==> src/rtl/sqs_pkg.sv <==
// Constants and types for the packed shift and Q15 subtract unit
package sqs_pkg;
    // ------------------------------------------------------------
    // Instruction field positions
    // ------------------------------------------------------------
    localparam int MAJOR_HI = 31;
    localparam int MAJOR_LO = 26;
    localparam int FIELD_ONE_HI = 25;
    localparam int FIELD_ONE_LO = 21;
    localparam int FIELD_TWO_HI = 20;
    localparam int FIELD_TWO_LO = 16;
    localparam int DEST_HI = 15;
    localparam int DEST_LO = 11;
    localparam int IMM_SA_HI = 15;
    localparam int IMM_SA_LO = 13;
    localparam int SUB_OP_HI = 12;
    localparam int SUB_OP_LO = 6;
    localparam int MINOR_HI = 5;
    localparam int MINOR_LO = 0;
    localparam int FUNC10_HI = 9;
    localparam int FUNC11_HI = 10;
    localparam int ZERO_BIT = 10;
    // ------------------------------------------------------------
    // Opcode values
    // ------------------------------------------------------------
    localparam logic [5:0] MAJOR_OPCODE_GROUP_A = 6'h00;
    localparam logic [5:0] MINOR_OPCODE_GROUP_EXT = 6'h3C;
    localparam logic [6:0] SUB_BYTE_IMM = 7'h61;
    localparam logic [9:0] FUNC_HALF_VAR = 10'h315;
    localparam logic [9:0] FUNC_BYTE_VAR = 10'h355;
    localparam logic [10:0] FUNC_SUB_WRAP = 11'h20D;
    localparam logic [10:0] FUNC_SUB_SAT = 11'h60D;
    // ------------------------------------------------------------
    // Q15 limits and control register flag
    // ------------------------------------------------------------
    localparam logic [15:0] Q15_MAX = 16'h7FFF;
    localparam logic [15:0] Q15_MIN = 16'h8000;
    localparam int OUFLAG_BIT = 20;
    // ------------------------------------------------------------
    // Operation selector
    // ------------------------------------------------------------
    typedef enum logic [2:0] {
        SQS_OP_NONE = 3'b000,
        SQS_OP_BYTE_IMM = 3'b001,
        SQS_OP_HALF_VAR = 3'b010,
        SQS_OP_BYTE_VAR = 3'b011,
        SQS_OP_SUB_WRAP = 3'b100,
        SQS_OP_SUB_SAT = 3'b101
    } sqs_op_t;
endpackage : sqs_pkg

==> src/rtl/sqs_unit.sv <==
// Packed logical right shifts and Q15 halfword pair subtraction
//
// Behaviour
// - Immediate byte shift decoded: major 000000, minor 111100, sub 1100001, amount 15..13.
// - Halfword variable shift uses low four bits of shift operand; rest ignored.
// - Halfword variable shift: bits 9..0 1100010101, bit 10 zero.
// - Byte variable shift uses low three bits of shift operand, zero fill.
// - Byte variable shift: bits 9..0 1101010101, bit 10 zero.
// - No operand-dependent exception from any of these operations.
// - Reserved or DSP-disabled condition raises its exception instead of executing.
// - Subtract each halfword of source two from source one, signed Q15.
// - Wrapping variant writes low 16 bits of overflowed difference.
// - Saturating variant clamps overflow to 7FFF, underflow to 8000.
// - Any lane overflow in either variant requests setting control bit 20.
`timescale 1ns/10ps
module sqs_unit (
    // Clock and reset
    input wire logic clk,
    input wire logic reset_n,
    input wire logic clk_en,
    // Decoded instruction and operands
    input wire logic issue,
    input wire logic [31:0] instr,
    input wire logic [31:0] operand_one,
    input wire logic [31:0] operand_two,
    input wire logic dsp_enabled,
    // Result and status
    output logic result_valid,
    output logic [31:0] result,
    output logic [4:0] dest_reg,
    output logic ouflag_set,
    output logic [31:0] ouflag_set_mask,
    output logic exc_reserved,
    output logic exc_dsp_disabled
);
    import sqs_pkg::*;

    // ------------------------------------------------------------
    // Lane helpers
    // ------------------------------------------------------------
    function automatic logic [7:0] shift_byte(input logic [7:0] a, input logic [2:0] s);
        shift_byte = a >> s;
    endfunction : shift_byte

    function automatic logic [16:0] sub_wide(input logic [15:0] a, input logic [15:0] b);
        sub_wide = {a[15], a} - {b[15], b};
    endfunction : sub_wide

    function automatic logic [15:0] clamp_q15(input logic [16:0] d, input logic sat);
        if (sat && (d[16] != d[15])) begin
            clamp_q15 = d[16] ? Q15_MIN : Q15_MAX;
        end else begin
            clamp_q15 = d[15:0];
        end
    endfunction : clamp_q15

    // ------------------------------------------------------------
    // Reset synchroniser
    // ------------------------------------------------------------
    logic rst_meta;
    logic rst_sync;
    always_ff @(posedge clk or negedge reset_n) begin
        if (!reset_n) begin
            rst_meta <= 1'b0;
            rst_sync <= 1'b0;
        end else begin
            rst_meta <= 1'b1;
            rst_sync <= rst_meta;
        end
    end

    // ------------------------------------------------------------
    // Decode
    // ------------------------------------------------------------
    wire logic major_ok = instr[MAJOR_HI:MAJOR_LO] == MAJOR_OPCODE_GROUP_A;
    wire logic is_byte_imm = major_ok
        && instr[MINOR_HI:MINOR_LO] == MINOR_OPCODE_GROUP_EXT
        && instr[SUB_OP_HI:SUB_OP_LO] == SUB_BYTE_IMM;
    wire logic is_half_var = major_ok && !instr[ZERO_BIT]
        && instr[FUNC10_HI:0] == FUNC_HALF_VAR;
    wire logic is_byte_var = major_ok && !instr[ZERO_BIT]
        && instr[FUNC10_HI:0] == FUNC_BYTE_VAR;
    wire logic is_sub_wrap = major_ok && instr[FUNC11_HI:0] == FUNC_SUB_WRAP;
    wire logic is_sub_sat = major_ok && instr[FUNC11_HI:0] == FUNC_SUB_SAT;

    sqs_op_t op;
    assign op = is_byte_imm ? SQS_OP_BYTE_IMM :
                is_half_var ? SQS_OP_HALF_VAR :
                is_byte_var ? SQS_OP_BYTE_VAR :
                is_sub_wrap ? SQS_OP_SUB_WRAP :
                is_sub_sat ? SQS_OP_SUB_SAT : SQS_OP_NONE;

    wire logic [4:0] fld_one = instr[FIELD_ONE_HI:FIELD_ONE_LO];
    wire logic [4:0] fld_two = instr[FIELD_TWO_HI:FIELD_TWO_LO];
    wire logic [4:0] fld_dest = instr[DEST_HI:DEST_LO];
    wire logic [2:0] imm_sa = instr[IMM_SA_HI:IMM_SA_LO];

    // Reserved or disabled stops execution; operand values never do
    wire logic known_op = op != SQS_OP_NONE;
    wire logic next_exc_reserved = issue && !known_op;
    wire logic next_exc_dsp = issue && known_op && !dsp_enabled;
    wire logic exec = issue && known_op && dsp_enabled;

    // ------------------------------------------------------------
    // Shift datapath
    // ------------------------------------------------------------
    // Immediate: source is operand_one, byte variable: value is operand_one
    wire logic [3:0] half_sa = operand_two[3:0];
    wire logic [2:0] byte_var_sa = operand_two[2:0];
    wire logic [2:0] byte_sa = (op == SQS_OP_BYTE_IMM) ? imm_sa : byte_var_sa;
    wire logic [31:0] byte_res = {shift_byte(operand_one[31:24], byte_sa),
                                  shift_byte(operand_one[23:16], byte_sa),
                                  shift_byte(operand_one[15:8], byte_sa),
                                  shift_byte(operand_one[7:0], byte_sa)};
    wire logic [31:0] half_res = {operand_one[31:16] >> half_sa,
                                  operand_one[15:0] >> half_sa};

    // ------------------------------------------------------------
    // Q15 subtract datapath
    // ------------------------------------------------------------
    wire logic [16:0] diff_hi = sub_wide(operand_one[31:16], operand_two[31:16]);
    wire logic [16:0] diff_lo = sub_wide(operand_one[15:0], operand_two[15:0]);
    wire logic sat_mode = op == SQS_OP_SUB_SAT;
    wire logic [31:0] sub_res = {clamp_q15(diff_hi, sat_mode),
                                 clamp_q15(diff_lo, sat_mode)};
    wire logic lane_ov = (diff_hi[16] != diff_hi[15])
                      || (diff_lo[16] != diff_lo[15]);
    wire logic is_sub = (op == SQS_OP_SUB_WRAP) || sat_mode;
    wire logic next_ouflag = exec && is_sub && lane_ov;

    wire logic [31:0] next_result =
        (op == SQS_OP_HALF_VAR) ? half_res :
        is_sub ? sub_res :
        byte_res;
    wire logic [4:0] next_dest = (op == SQS_OP_BYTE_IMM) ? fld_one : fld_dest;
    wire logic [31:0] flag_mask = 32'h0000_0001 << OUFLAG_BIT;

    // ------------------------------------------------------------
    // Output stage
    // ------------------------------------------------------------
    // Datapath is combinational; flopped once for flop-driven outputs
    always_ff @(posedge clk or negedge rst_sync) begin
        if (!rst_sync) begin
            result_valid <= 1'b0;
            result <= 32'h0000_0000;
            dest_reg <= 5'h00;
            ouflag_set <= 1'b0;
            ouflag_set_mask <= 32'h0000_0000;
            exc_reserved <= 1'b0;
            exc_dsp_disabled <= 1'b0;
        end else if (clk_en) begin
            result_valid <= exec;
            result <= exec ? next_result : 32'h0000_0000;
            dest_reg <= exec ? next_dest : 5'h00;
            ouflag_set <= next_ouflag;
            ouflag_set_mask <= next_ouflag ? flag_mask : 32'h0000_0000;
            exc_reserved <= next_exc_reserved;
            exc_dsp_disabled <= next_exc_dsp;
        end
    end

    // Source field two only names the operand_two register
    wire logic unused_fields = ^{fld_two};
endmodule : sqs_unit

==> config.mk <==
export PLATFORM = sky130hd
export DESIGN_NAME = sqs_unit
export DESIGN_NICKNAME = d
export VERILOG_FILES = /design/src/rtl/sqs_pkg.sv /design/src/rtl/sqs_unit.sv
export SDC_FILE = /design/constraint.sdc
export NUM_CORES = 1
export LEC_CHECK = 0
export BUFFER_PORTS_ARGS = -buffer_cell sky130_fd_sc_hd__buf_2
export CAP_MARGIN = 20
export CORE_ASPECT_RATIO = 2
export CORE_MARGIN = 4
export CORE_UTILIZATION = 59
export DETAILED_ROUTE_END_ITERATION = 16
export HOLD_SLACK_MARGIN = 0.15
export PLACE_DENSITY = 0.89
export SLEW_MARGIN = 15
export SYNTH_ARGS = -nofsm -noshare
export SYNTH_HDL_FRONTEND = slang
export SYNTH_SLANG_ARGS = --single-unit
==> constraint.sdc <==
create_clock -name clk -period 2.3 [get_ports clk]
set_clock_uncertainty 0.1 [all_clocks]
set_input_delay 0 -clock clk [delete_from_list [all_inputs] [get_ports clk]]
set_output_delay 0 -clock clk [all_outputs]
set_load 0.02 [all_outputs]
==> metrics.txt, run 1 <==
HPWL after DPL approximately 22 mm; Root Driver clkbuf_16; Synth Area in Compound Gates 30.8%; status stopped before the end; clock sinks between 40 and 50; Synth Instances ~830; vias in the first global route 11000; RePlAce Congestion 1.14; share of flip-flops with an asynchronous set or reset 100%; adder-cell share of the synthesized area 7.03%; clock tree buffer depth 2; post-synthesis instance area approximately 6300 um2; Starting Density 59.8%; pin count of the biggest net entering global routing 47; std cell rows 53; first-pass GRT wire length around 70 mm; largest family of logic cells by synthesized area compound AO/OA/AOI/OAI gates; mux contribution to synthesized area 13.5%; Tot GR Track Use between 70 and 80%; Avg Inst Size Synth 7.57 um2; H-tree depth 2; Stopped at 5_1_grt; Seq cells post-synth 43; synth warn 0; I/O Pins between 150 and 200; total CTS buffers 5; GRT overflow roughly 230; EDFF count, synth 0; worst slack, placed -0.723 ns; Synth Area in Simple Gates ~18%; die width 80.9 um; Synth cell types 71; XOR/XNOR Fraction of Synth Area 3.50%; register area share after synthesis 17.2%; Most used DFF post-synth dfrtp_1; stop err [ERROR GRT-0116] Global routing finished with congestion. Check the congestion regions in the DRC Viewer.; Port Buffers 137; chip height around 150 um
metrics by stage:
step                      cell area, um2  std cells
after global placement              8330       1240
after floorplan                     6490        857
after CTS                           9100       1282
after detailed placement            8330       1240
repair_timing:
action                                  CTS
hold endpoints to repair                 38
endpoints found under the setup margin   33
hold buffers                             20
pin swaps                                51
gates cloned                              0
setup buffers                            16
gates resized for setup                  80
logic make-up after synthesis:
family | Yosys count
AO/OA/AOI/OAI | 285
AND/OR/NAND/NOR | 239
flip-flops | 43
multiplexers | 70
XOR/XNOR | 25
adder cells (fa/ha/maj) | 34
buffers and inverters | 129
other | 2
layer usage:
metal | GRT usage, % | GRT overflow
met5 | 15.2 | 0
met2 | 90.9 | 150
met4 | 73.0 | 70
met1 | 68.4 | 2
met3 | 52.6 | 3
synthesized netlist by cell type, types with 4 or more instances:
cell	number	area share, %
nand2_1	89	5.3
a21oi_1	65	5.2
o21ai_0	61	4.9
nor2_1	59	3.5
inv_1	49	2.9
mux2i_1	48	7.7
dfrtp_1	43	17
clkbuf_1	37	2.2
buf_4	32	3.8
ha_1	32	6.4
a211oi_1	21	2.5
a22oi_1	20	2.4
nand3_1	20	1.6
xnor2_1	19	2.7
nor3_1	15	1.2
nor2b_1	12	1.2
o211ai_1	12	1.4
mux2_2	11	2.0
a21o_1	10	1.2
mux4_2	10	3.6
o21a_1	9	1.1
o2bb2ai_1	8	1.1
o31a_1	8	1.1
o31ai_1	8	0.96
o22ai_1	7	0.70
a211o_1	6	0.84
a31oi_1	6	0.60
and3_1	6	0.60
nor4_1	6	0.60
o31ai_2	6	1.2
xor2_1	6	0.84
a2111oi_0	5	0.70
a32o_1	5	0.80
and2_1	5	0.50
o32ai_1	5	0.70
buf_2	4	0.32
nand2b_1	4	0.40
nand3b_1	4	0.48
==> run 2: changes to the inputs <==
--- a/config.mk
+++ b/config.mk
@@ -7,12 +7,10 @@
 export LEC_CHECK = 0
 export BUFFER_PORTS_ARGS = -buffer_cell sky130_fd_sc_hd__buf_2
 export CAP_MARGIN = 20
-export CORE_ASPECT_RATIO = 2
 export CORE_MARGIN = 4
-export CORE_UTILIZATION = 59
+export CORE_UTILIZATION = 40
 export DETAILED_ROUTE_END_ITERATION = 16
-export HOLD_SLACK_MARGIN = 0.15
-export PLACE_DENSITY = 0.89
+export PLACE_DENSITY_LB_ADDON = 0.15
 export SLEW_MARGIN = 15
 export SYNTH_ARGS = -nofsm -noshare
 export SYNTH_HDL_FRONTEND = slang
==> run 2 against run 1 <==
  * The flow now finishes, with violations (negative hold slack, negative setup slack)
  * Synthesized cell count unchanged
  * Synthesized area unchanged
==> metrics.txt, run 2 <==
status complete, but fails checks (was stopped before the end); failing checks negative hold slack, negative setup slack; die area 17700 um2; Starting Density 41.0% (was 59.8%); HPWL after DPL 20.5 mm (was 21.9 mm); clock tree buffer depth 2 (unchanged); total CTS buffers 5 (unchanged); Setup CP Type in2reg; top sig layer met4; hold_ws -0.00631 ns; top cell type's share of synthesized area 17.2% (unchanged); reg2reg start result[18]; P&R area growth vs syn 49.9%; Final min period 2.60 ns; die width 133 um (was 80.9 um); pin count of the biggest net entering global routing 47; GRT overflow 0; clock sinks 43 (unchanged); RePlAce Congestion 0.986 (was 1.14); R2R setup slack 1.12 ns; dominant cell type by area after synthesis dfrtp_1 (unchanged); nets 1282; R2R Path End result[18]; Worst Hold Class in2reg; RSZ-0062 raised after global routing yes; total power 3.30 mW; Top Family by Delay on Critical Path simple AND/OR/NAND/NOR gates; crit-path cells buf_6 -> or4b_4 -> or4_4 -> or4_4 -> a31oi_4 -> nand2_2 -> a21o_1 -> or2_4 -> o31ai_2; Final Util 61.5%; Synth cell types 71 (unchanged); Hold Path End dest_reg[4]; worst hold stages 3; setup slack after layout -0.301 ns; EDFF count, synth 0 (unchanged); share of flip-flops with an asynchronous set or reset 100% (unchanged); Seq cells post-synth 43 (unchanged); relative slew slack 56.2%; worst slack, placed -0.824 ns (was -0.723 ns); Achievable Freq 384 MHz; Post-synth top cells nand2_1 (89), a21oi_1 (65), o21ai_0 (61), nor2_1 (59), inv_1 (49) (unchanged); Final Setup Violations 30; max incr delay on CP 0.54 ns; Slew Viols, Final 0; register area share after synthesis 17.2% (unchanged); Avg Inst Size Synth 7.57 um2 (unchanged); reg2reg path depth 4; Root Driver clkbuf_16 (unchanged); leak pwr 4.59 nW; actual slew at the worst max-slew pin between 0.6 and 0.7 ns; antenna violations before repair 0; Most used DFF post-synth dfrtp_1 (unchanged); commonest non-fill, non-tap cell in the layout buf_4; Max VDD drop between 0.0002 and 0.0003 V; CP Data Arrival Time 2.71 ns; first-pass GRT wire length 39.1 mm; Tot GR Track Use around 28%; antenna diode count 0; power density cells between 300 and 400 nW/um2; chip height 133 um (was 154 um); crit start category input pin; met1 wire length around 12 mm; max reg flops 32; synth warn 0 (unchanged); largest cells by area after synthesis dfrtp_1 (17%), mux2i_1 (7.7%), ha_1 (6.4%) (unchanged); HP Start instr[15]; layout cells sized above 1 roughly two fifths; top-count cell post-synth nand2_1 (unchanged); commonest cells after routing, fill and taps aside buf_4 (193), buf_2 (133), nand2_1 (83); clk_lat worst skew between 0.2 and 0.3 ns; max_cap viols 0; std cell rows 45 (was 53); Post-DP Area 8460 um2 (was 8330 um2); # placed instances 1317 (was 1240); CP required 2.40 ns; H-tree depth 2 (unchanged); crit path max fanout 7; met2 wire length 11.0 mm; Remaining DRCs 0; final hold violations 1; CTS tree built; clock slew at reported path FFs 0.07 ns; period utilisation layout 113%; drt initial violations 672; WL met3 2.62 mm; Port Buffers 137 (unchanged); critical path capture point type register; vias after detailed routing 7628; DR vias/cell 5.61; worst path buffer plus inverter count 1; CP most frequent cell or4_4; setup TNS -7.26 ns; post-synthesis instance area 6260 um2 (unchanged); Avg WL per Cell approximately 19 um; Final ANT Viol Nets 0; I/O Pins 174 (unchanged); final instance area approximately 9400 um2; vias in the first global route 7081; Routed Wire Length 25.8 mm; Core ar. 15300 um2; DRT Pass-1 Iters 6; Non-Filler Instances 1359; Synth Instances 827 (unchanged); Crit-path slowest cell or4b_4
## run 2: cell counts after synthesis
No cell type changed its count.
## run 2: logic make-up (layout without fill, tap and decap cells)
family	count (synthesis)	after routing	synth area share, %
buf+inv	129	420	9.97
flops	43	43	17.2
simple gates	239	239	17.9
compound gates	285	285	30.8
other cells	2	32	0.120
xor+xnor	25	25	3.50
mux	70	70	13.5
fa+ha+maj	34	34	7.03
## run 2: area by class of cell
class                      instances  area, um2
tap                              211        264
timing repair buffer             361       2560
sequential                        43       1080
inverter                          51        198
clock inverter                     2       35.0
fill                            1395       5870
multi-input combinational        685       5110
clock buffer                       6        139
## run 2: how the worst max path moves through the flow
stage	end	slack [ns]	start	cells past startpoint
after floorplan	result[4]	-0.50	instr[26]	10
after global placement	result[24]	-0.85	instr[26]	9
final	result[7]	-0.30	instr[28]	9
after global routing	result[24]	-0.40	instr[26]	9
after detailed placement	result[24]	-0.82	instr[1]	9
after CTS	result[24]	-0.32	instr[28]	9
## run 2: power by group
part / switching [mW] / internal [mW] / total (mW)
Clock: 0.305 / 0.540 / 0.845
Combinational: 0.910 / 0.782 / 1.69
Sequential: 0.00724 / 0.760 / 0.767
Total: 1.22 / 2.08 / 3.30
## run 2: layer usage
layer / global-route usage [%] / vias to the layer above
met5: 0 / -
met3: 4.57 / 37
met1: 41.0 / 3573
met4: 6.06 / 0
met2: 41.8 / 387
li1: - / 3631
## run 2: worst min-delay path, cell delays in order
cell,delay [ns]
buf_2,0.12
mux2i_1,0.09
o2bb2ai_1,0.13
## run 2: what timing repair did
action / CTS / global route
gates cloned: 1 / 1
hold endpoints to repair: 10 / 0
resized for setup: 58 / 44
endpoints found under the setup margin: 32 / 36
pin swaps: 38 / 23
hold buffers: 13 / 0
buffers inserted: 14 / 6
No activity file was read; power rests on OpenSTA's default activity.
==> run 3: changes to the inputs <==
--- a/config.mk
+++ b/config.mk
@@ -7,10 +7,12 @@
 export LEC_CHECK = 0
 export BUFFER_PORTS_ARGS = -buffer_cell sky130_fd_sc_hd__buf_2
 export CAP_MARGIN = 20
+export CORE_ASPECT_RATIO = 0.75
 export CORE_MARGIN = 4
 export CORE_UTILIZATION = 40
 export DETAILED_ROUTE_END_ITERATION = 16
 export PLACE_DENSITY_LB_ADDON = 0.15
+export SKIP_CTS_REPAIR_TIMING = 1
 export SLEW_MARGIN = 15
 export SYNTH_ARGS = -nofsm -noshare
 export SYNTH_HDL_FRONTEND = slang
==> run 3 against run 2 <==
  * The run ends with negative setup slack left
  * Final area fell by 0.21%
  * Clock power barely moved
  * Via count rose by 1.6%
  * First-iteration DRC count rose by 49%
  * Flip-flop and latch count did not move
  * Highest routed layer unchanged
==> metrics.txt, run 3 (synthesis gave the netlist of run 2 again) <==
HPWL after DPL 21.3 mm (was 20.5 mm); critical path capture point type register (unchanged); max_cap viols 0 (unchanged); RePlAce Congestion 1.01 (was 0.986); worst path buffer plus inverter count 3 (was 1); Max VDD drop 0.000241 V (was 0.000271 V); # placed instances 1328 (was 1317); Remaining DRCs 0 (unchanged); layout cells sized above 1 40.2% (was 40.3%); CP required 2.38 ns (was 2.40 ns); power density cells 355 nW/um2 (was 352 nW/um2); std cell rows 39 (was 45); Worst Hold Class in2reg (unchanged); CP Capture Point result[25] (was result[7]); clk_lat worst skew 0.29 ns (about the same); footprint of the multi-input gates 5070 um2 (was 5110 um2); nets 1296 (was 1282); commonest non-fill, non-tap cell in the layout buf_4 (unchanged); antenna diode count 0 (unchanged); Achievable Freq 369 MHz (was 384 MHz); Avg WL per Cell 19.6 um (was 19.0 um); Crit-path slowest cell or4b_4 (unchanged); final hold violations 0 (was 1); actual slew at the worst max-slew pin 0.663 ns (was 0.657 ns); Root Driver clkbuf_16 (unchanged); crit path max fanout 8 (was 7); crit start category input pin (unchanged); Final min period 2.71 ns (was 2.60 ns); CP Data Arrival Time 2.78 ns (was 2.71 ns); antenna violations before repair 0 (unchanged); vias after detailed routing 7749 (was 7628); DRT Pass-1 Iters 5 (was 6); status complete, but fails checks (unchanged); GRT overflow 0 (unchanged); CP startpoint instr[1] (was instr[28]); chip height 116 um (was 133 um); clock slew at reported path FFs 0.06 ns (was 0.07 ns); first-pass GRT wire length 39.9 mm (was 39.1 mm); Non-Filler Instances 1367 (was 1359); die width 152 um (was 133 um); clock tree buffer depth 2 (unchanged); Final ANT Viol Nets 0 (unchanged); failing checks negative setup slack (was negative hold slack, negative setup slack); max reg flops 32 (unchanged); RSZ-0062 raised after global routing yes (unchanged); die area 17700 um2 (about the same); relative slew slack 55.8% (was 56.2%); total power 3.32 mW (was 3.30 mW); Top Family by Delay on Critical Path simple AND/OR/NAND/NOR gates (unchanged); Setup CP Type in2reg (unchanged); vias in the first global route 7091 (was 7081); H-tree depth 2 (unchanged); Port Buffers 137 (unchanged); pin count of the biggest net entering global routing 47 (unchanged); crit-path cells buf_6 -> or4b_4 -> buf_6 -> or4_4 -> buf_4 -> or2_4 -> o211ai_1 -> a21oi_4 -> a221o_1 -> a32o_1 (was buf_6 -> or4b_4 -> or4_4 -> or4_4 -> a31oi_4 -> nand2_2 -> a21o_1 -> or2_4 -> o31ai_2); period utilisation layout 118% (was 113%); P&R area growth vs syn 49.6% (was 49.9%); Starting Density 41.0% (about the same); Slew Viols, Final 0 (unchanged); leak pwr 4.63 nW (was 4.59 nW); Tot GR Track Use 28.2% (was 27.5%); drt initial violations 1000 (was 672); Levels on crit path 10 (was 9); fill cell count 1446 (was 1395); total CTS buffers 5 (unchanged); CP most frequent cell buf_6 (was or4_4); Final Setup Violations 39 (was 30); register area 1080 um2 (unchanged); clock sinks 43 (unchanged); Core ar. 15300 um2 (about the same); R2R Path End result[18] (unchanged); reg2reg path depth 4 (unchanged); CTS tree built (unchanged); max incr delay on CP 0.55 ns (was 0.54 ns); reg2reg start result[18] (unchanged); DR vias/cell 5.67 (was 5.61); setup slack after layout -0.407 ns (was -0.301 ns); I/O Pins 174 (unchanged); R2R setup slack 1.11 ns (was 1.12 ns); Routed Wire Length 26.8 mm (was 25.8 mm); commonest cells after routing, fill and taps aside buf_4 (210), buf_2 (135), nand2_1 (84) (was buf_4 (193), buf_2 (133), nand2_1 (83))
==> run 3: changes by cell type in the layout (fill, tap and decap cells not counted), moves of 3 or more <==
cell / delta
buf_12: -4
o2bb2ai_2: +5
buf_4: +17
o2bb2ai_1: -5
nor2_2: -3
o21ai_1: +3
o21ai_0: -3
nor2_1: +4
==> run 3: worst min-delay path, cell delays in order <==
cell       delay, ns
buf_2           0.16
mux2i_1         0.11
o2bb2ai_2       0.11
==> run 3: report_power, final <==
group          switching [mW]  total (mW)  internal [mW]
Sequential             0.0112       0.771          0.760
Combinational           0.934        1.71          0.772
Clock                   0.304       0.845          0.540
Total                    1.25        3.32           2.07
==> run 3: how the worst min path moves through the flow <==
| stage | startpoint | cells after the start | to | slack, ns |
|---|---|---|---|---|
| after detailed placement | reset_n | 1 | rst_meta | -0.31 |
| after global placement | reset_n | 1 | rst_meta | -0.31 |
| after CTS | reset_n | 1 | rst_sync | -0.62 |
| after floorplan | reset_n | 0 | rst_meta | -0.40 |
| after global routing | instr[13] | 3 | dest_reg[2] | 0.04 |
| final | instr[13] | 3 | dest_reg[2] | 0.03 |
==> run 3: routing by layer <==
metal,global-route usage (%),vias to the layer above,wire length [um]
li1,-,3663,-
met1,43.1,3605,12500
met2,39.3,451,10600
met3,8.63,30,3400
met4,4.75,0,349
met5,0,-,0
==> run 3: cell type report <==
| cell class | count | area share (%) |
|---|---|---|
| flip-flops and latches | 43 | 11.5 |
| multi-input cells | 685 | 54.2 |
| clock buffers | 6 | 1.48 |
| repair buffers | 375 | 27.7 |
| clock inverters | 2 | 0.374 |
| inverters | 51 | 2.08 |
| well taps | 205 | 2.74 |
==> run 3: stage by stage <==
stage | TNS, ns | worst slack (ns) | util [%] | hold slack, ns | instance area (um2)
global route | -13.12 | -0.475 | 61.3 | 0.0436 | 9370
floorplan | -9.93 | -0.498 | - | -0.396 | 6490
detailed placement | -24.00 | -0.776 | 55.9 | -0.313 | 8540
CTS | -12.45 | -0.504 | 57.0 | -0.624 | 8710
global placement | -23.53 | -0.786 | 55.9 | -0.312 | 8540
finish | -10.88 | -0.407 | 61.3 | 0.0267 | 9370
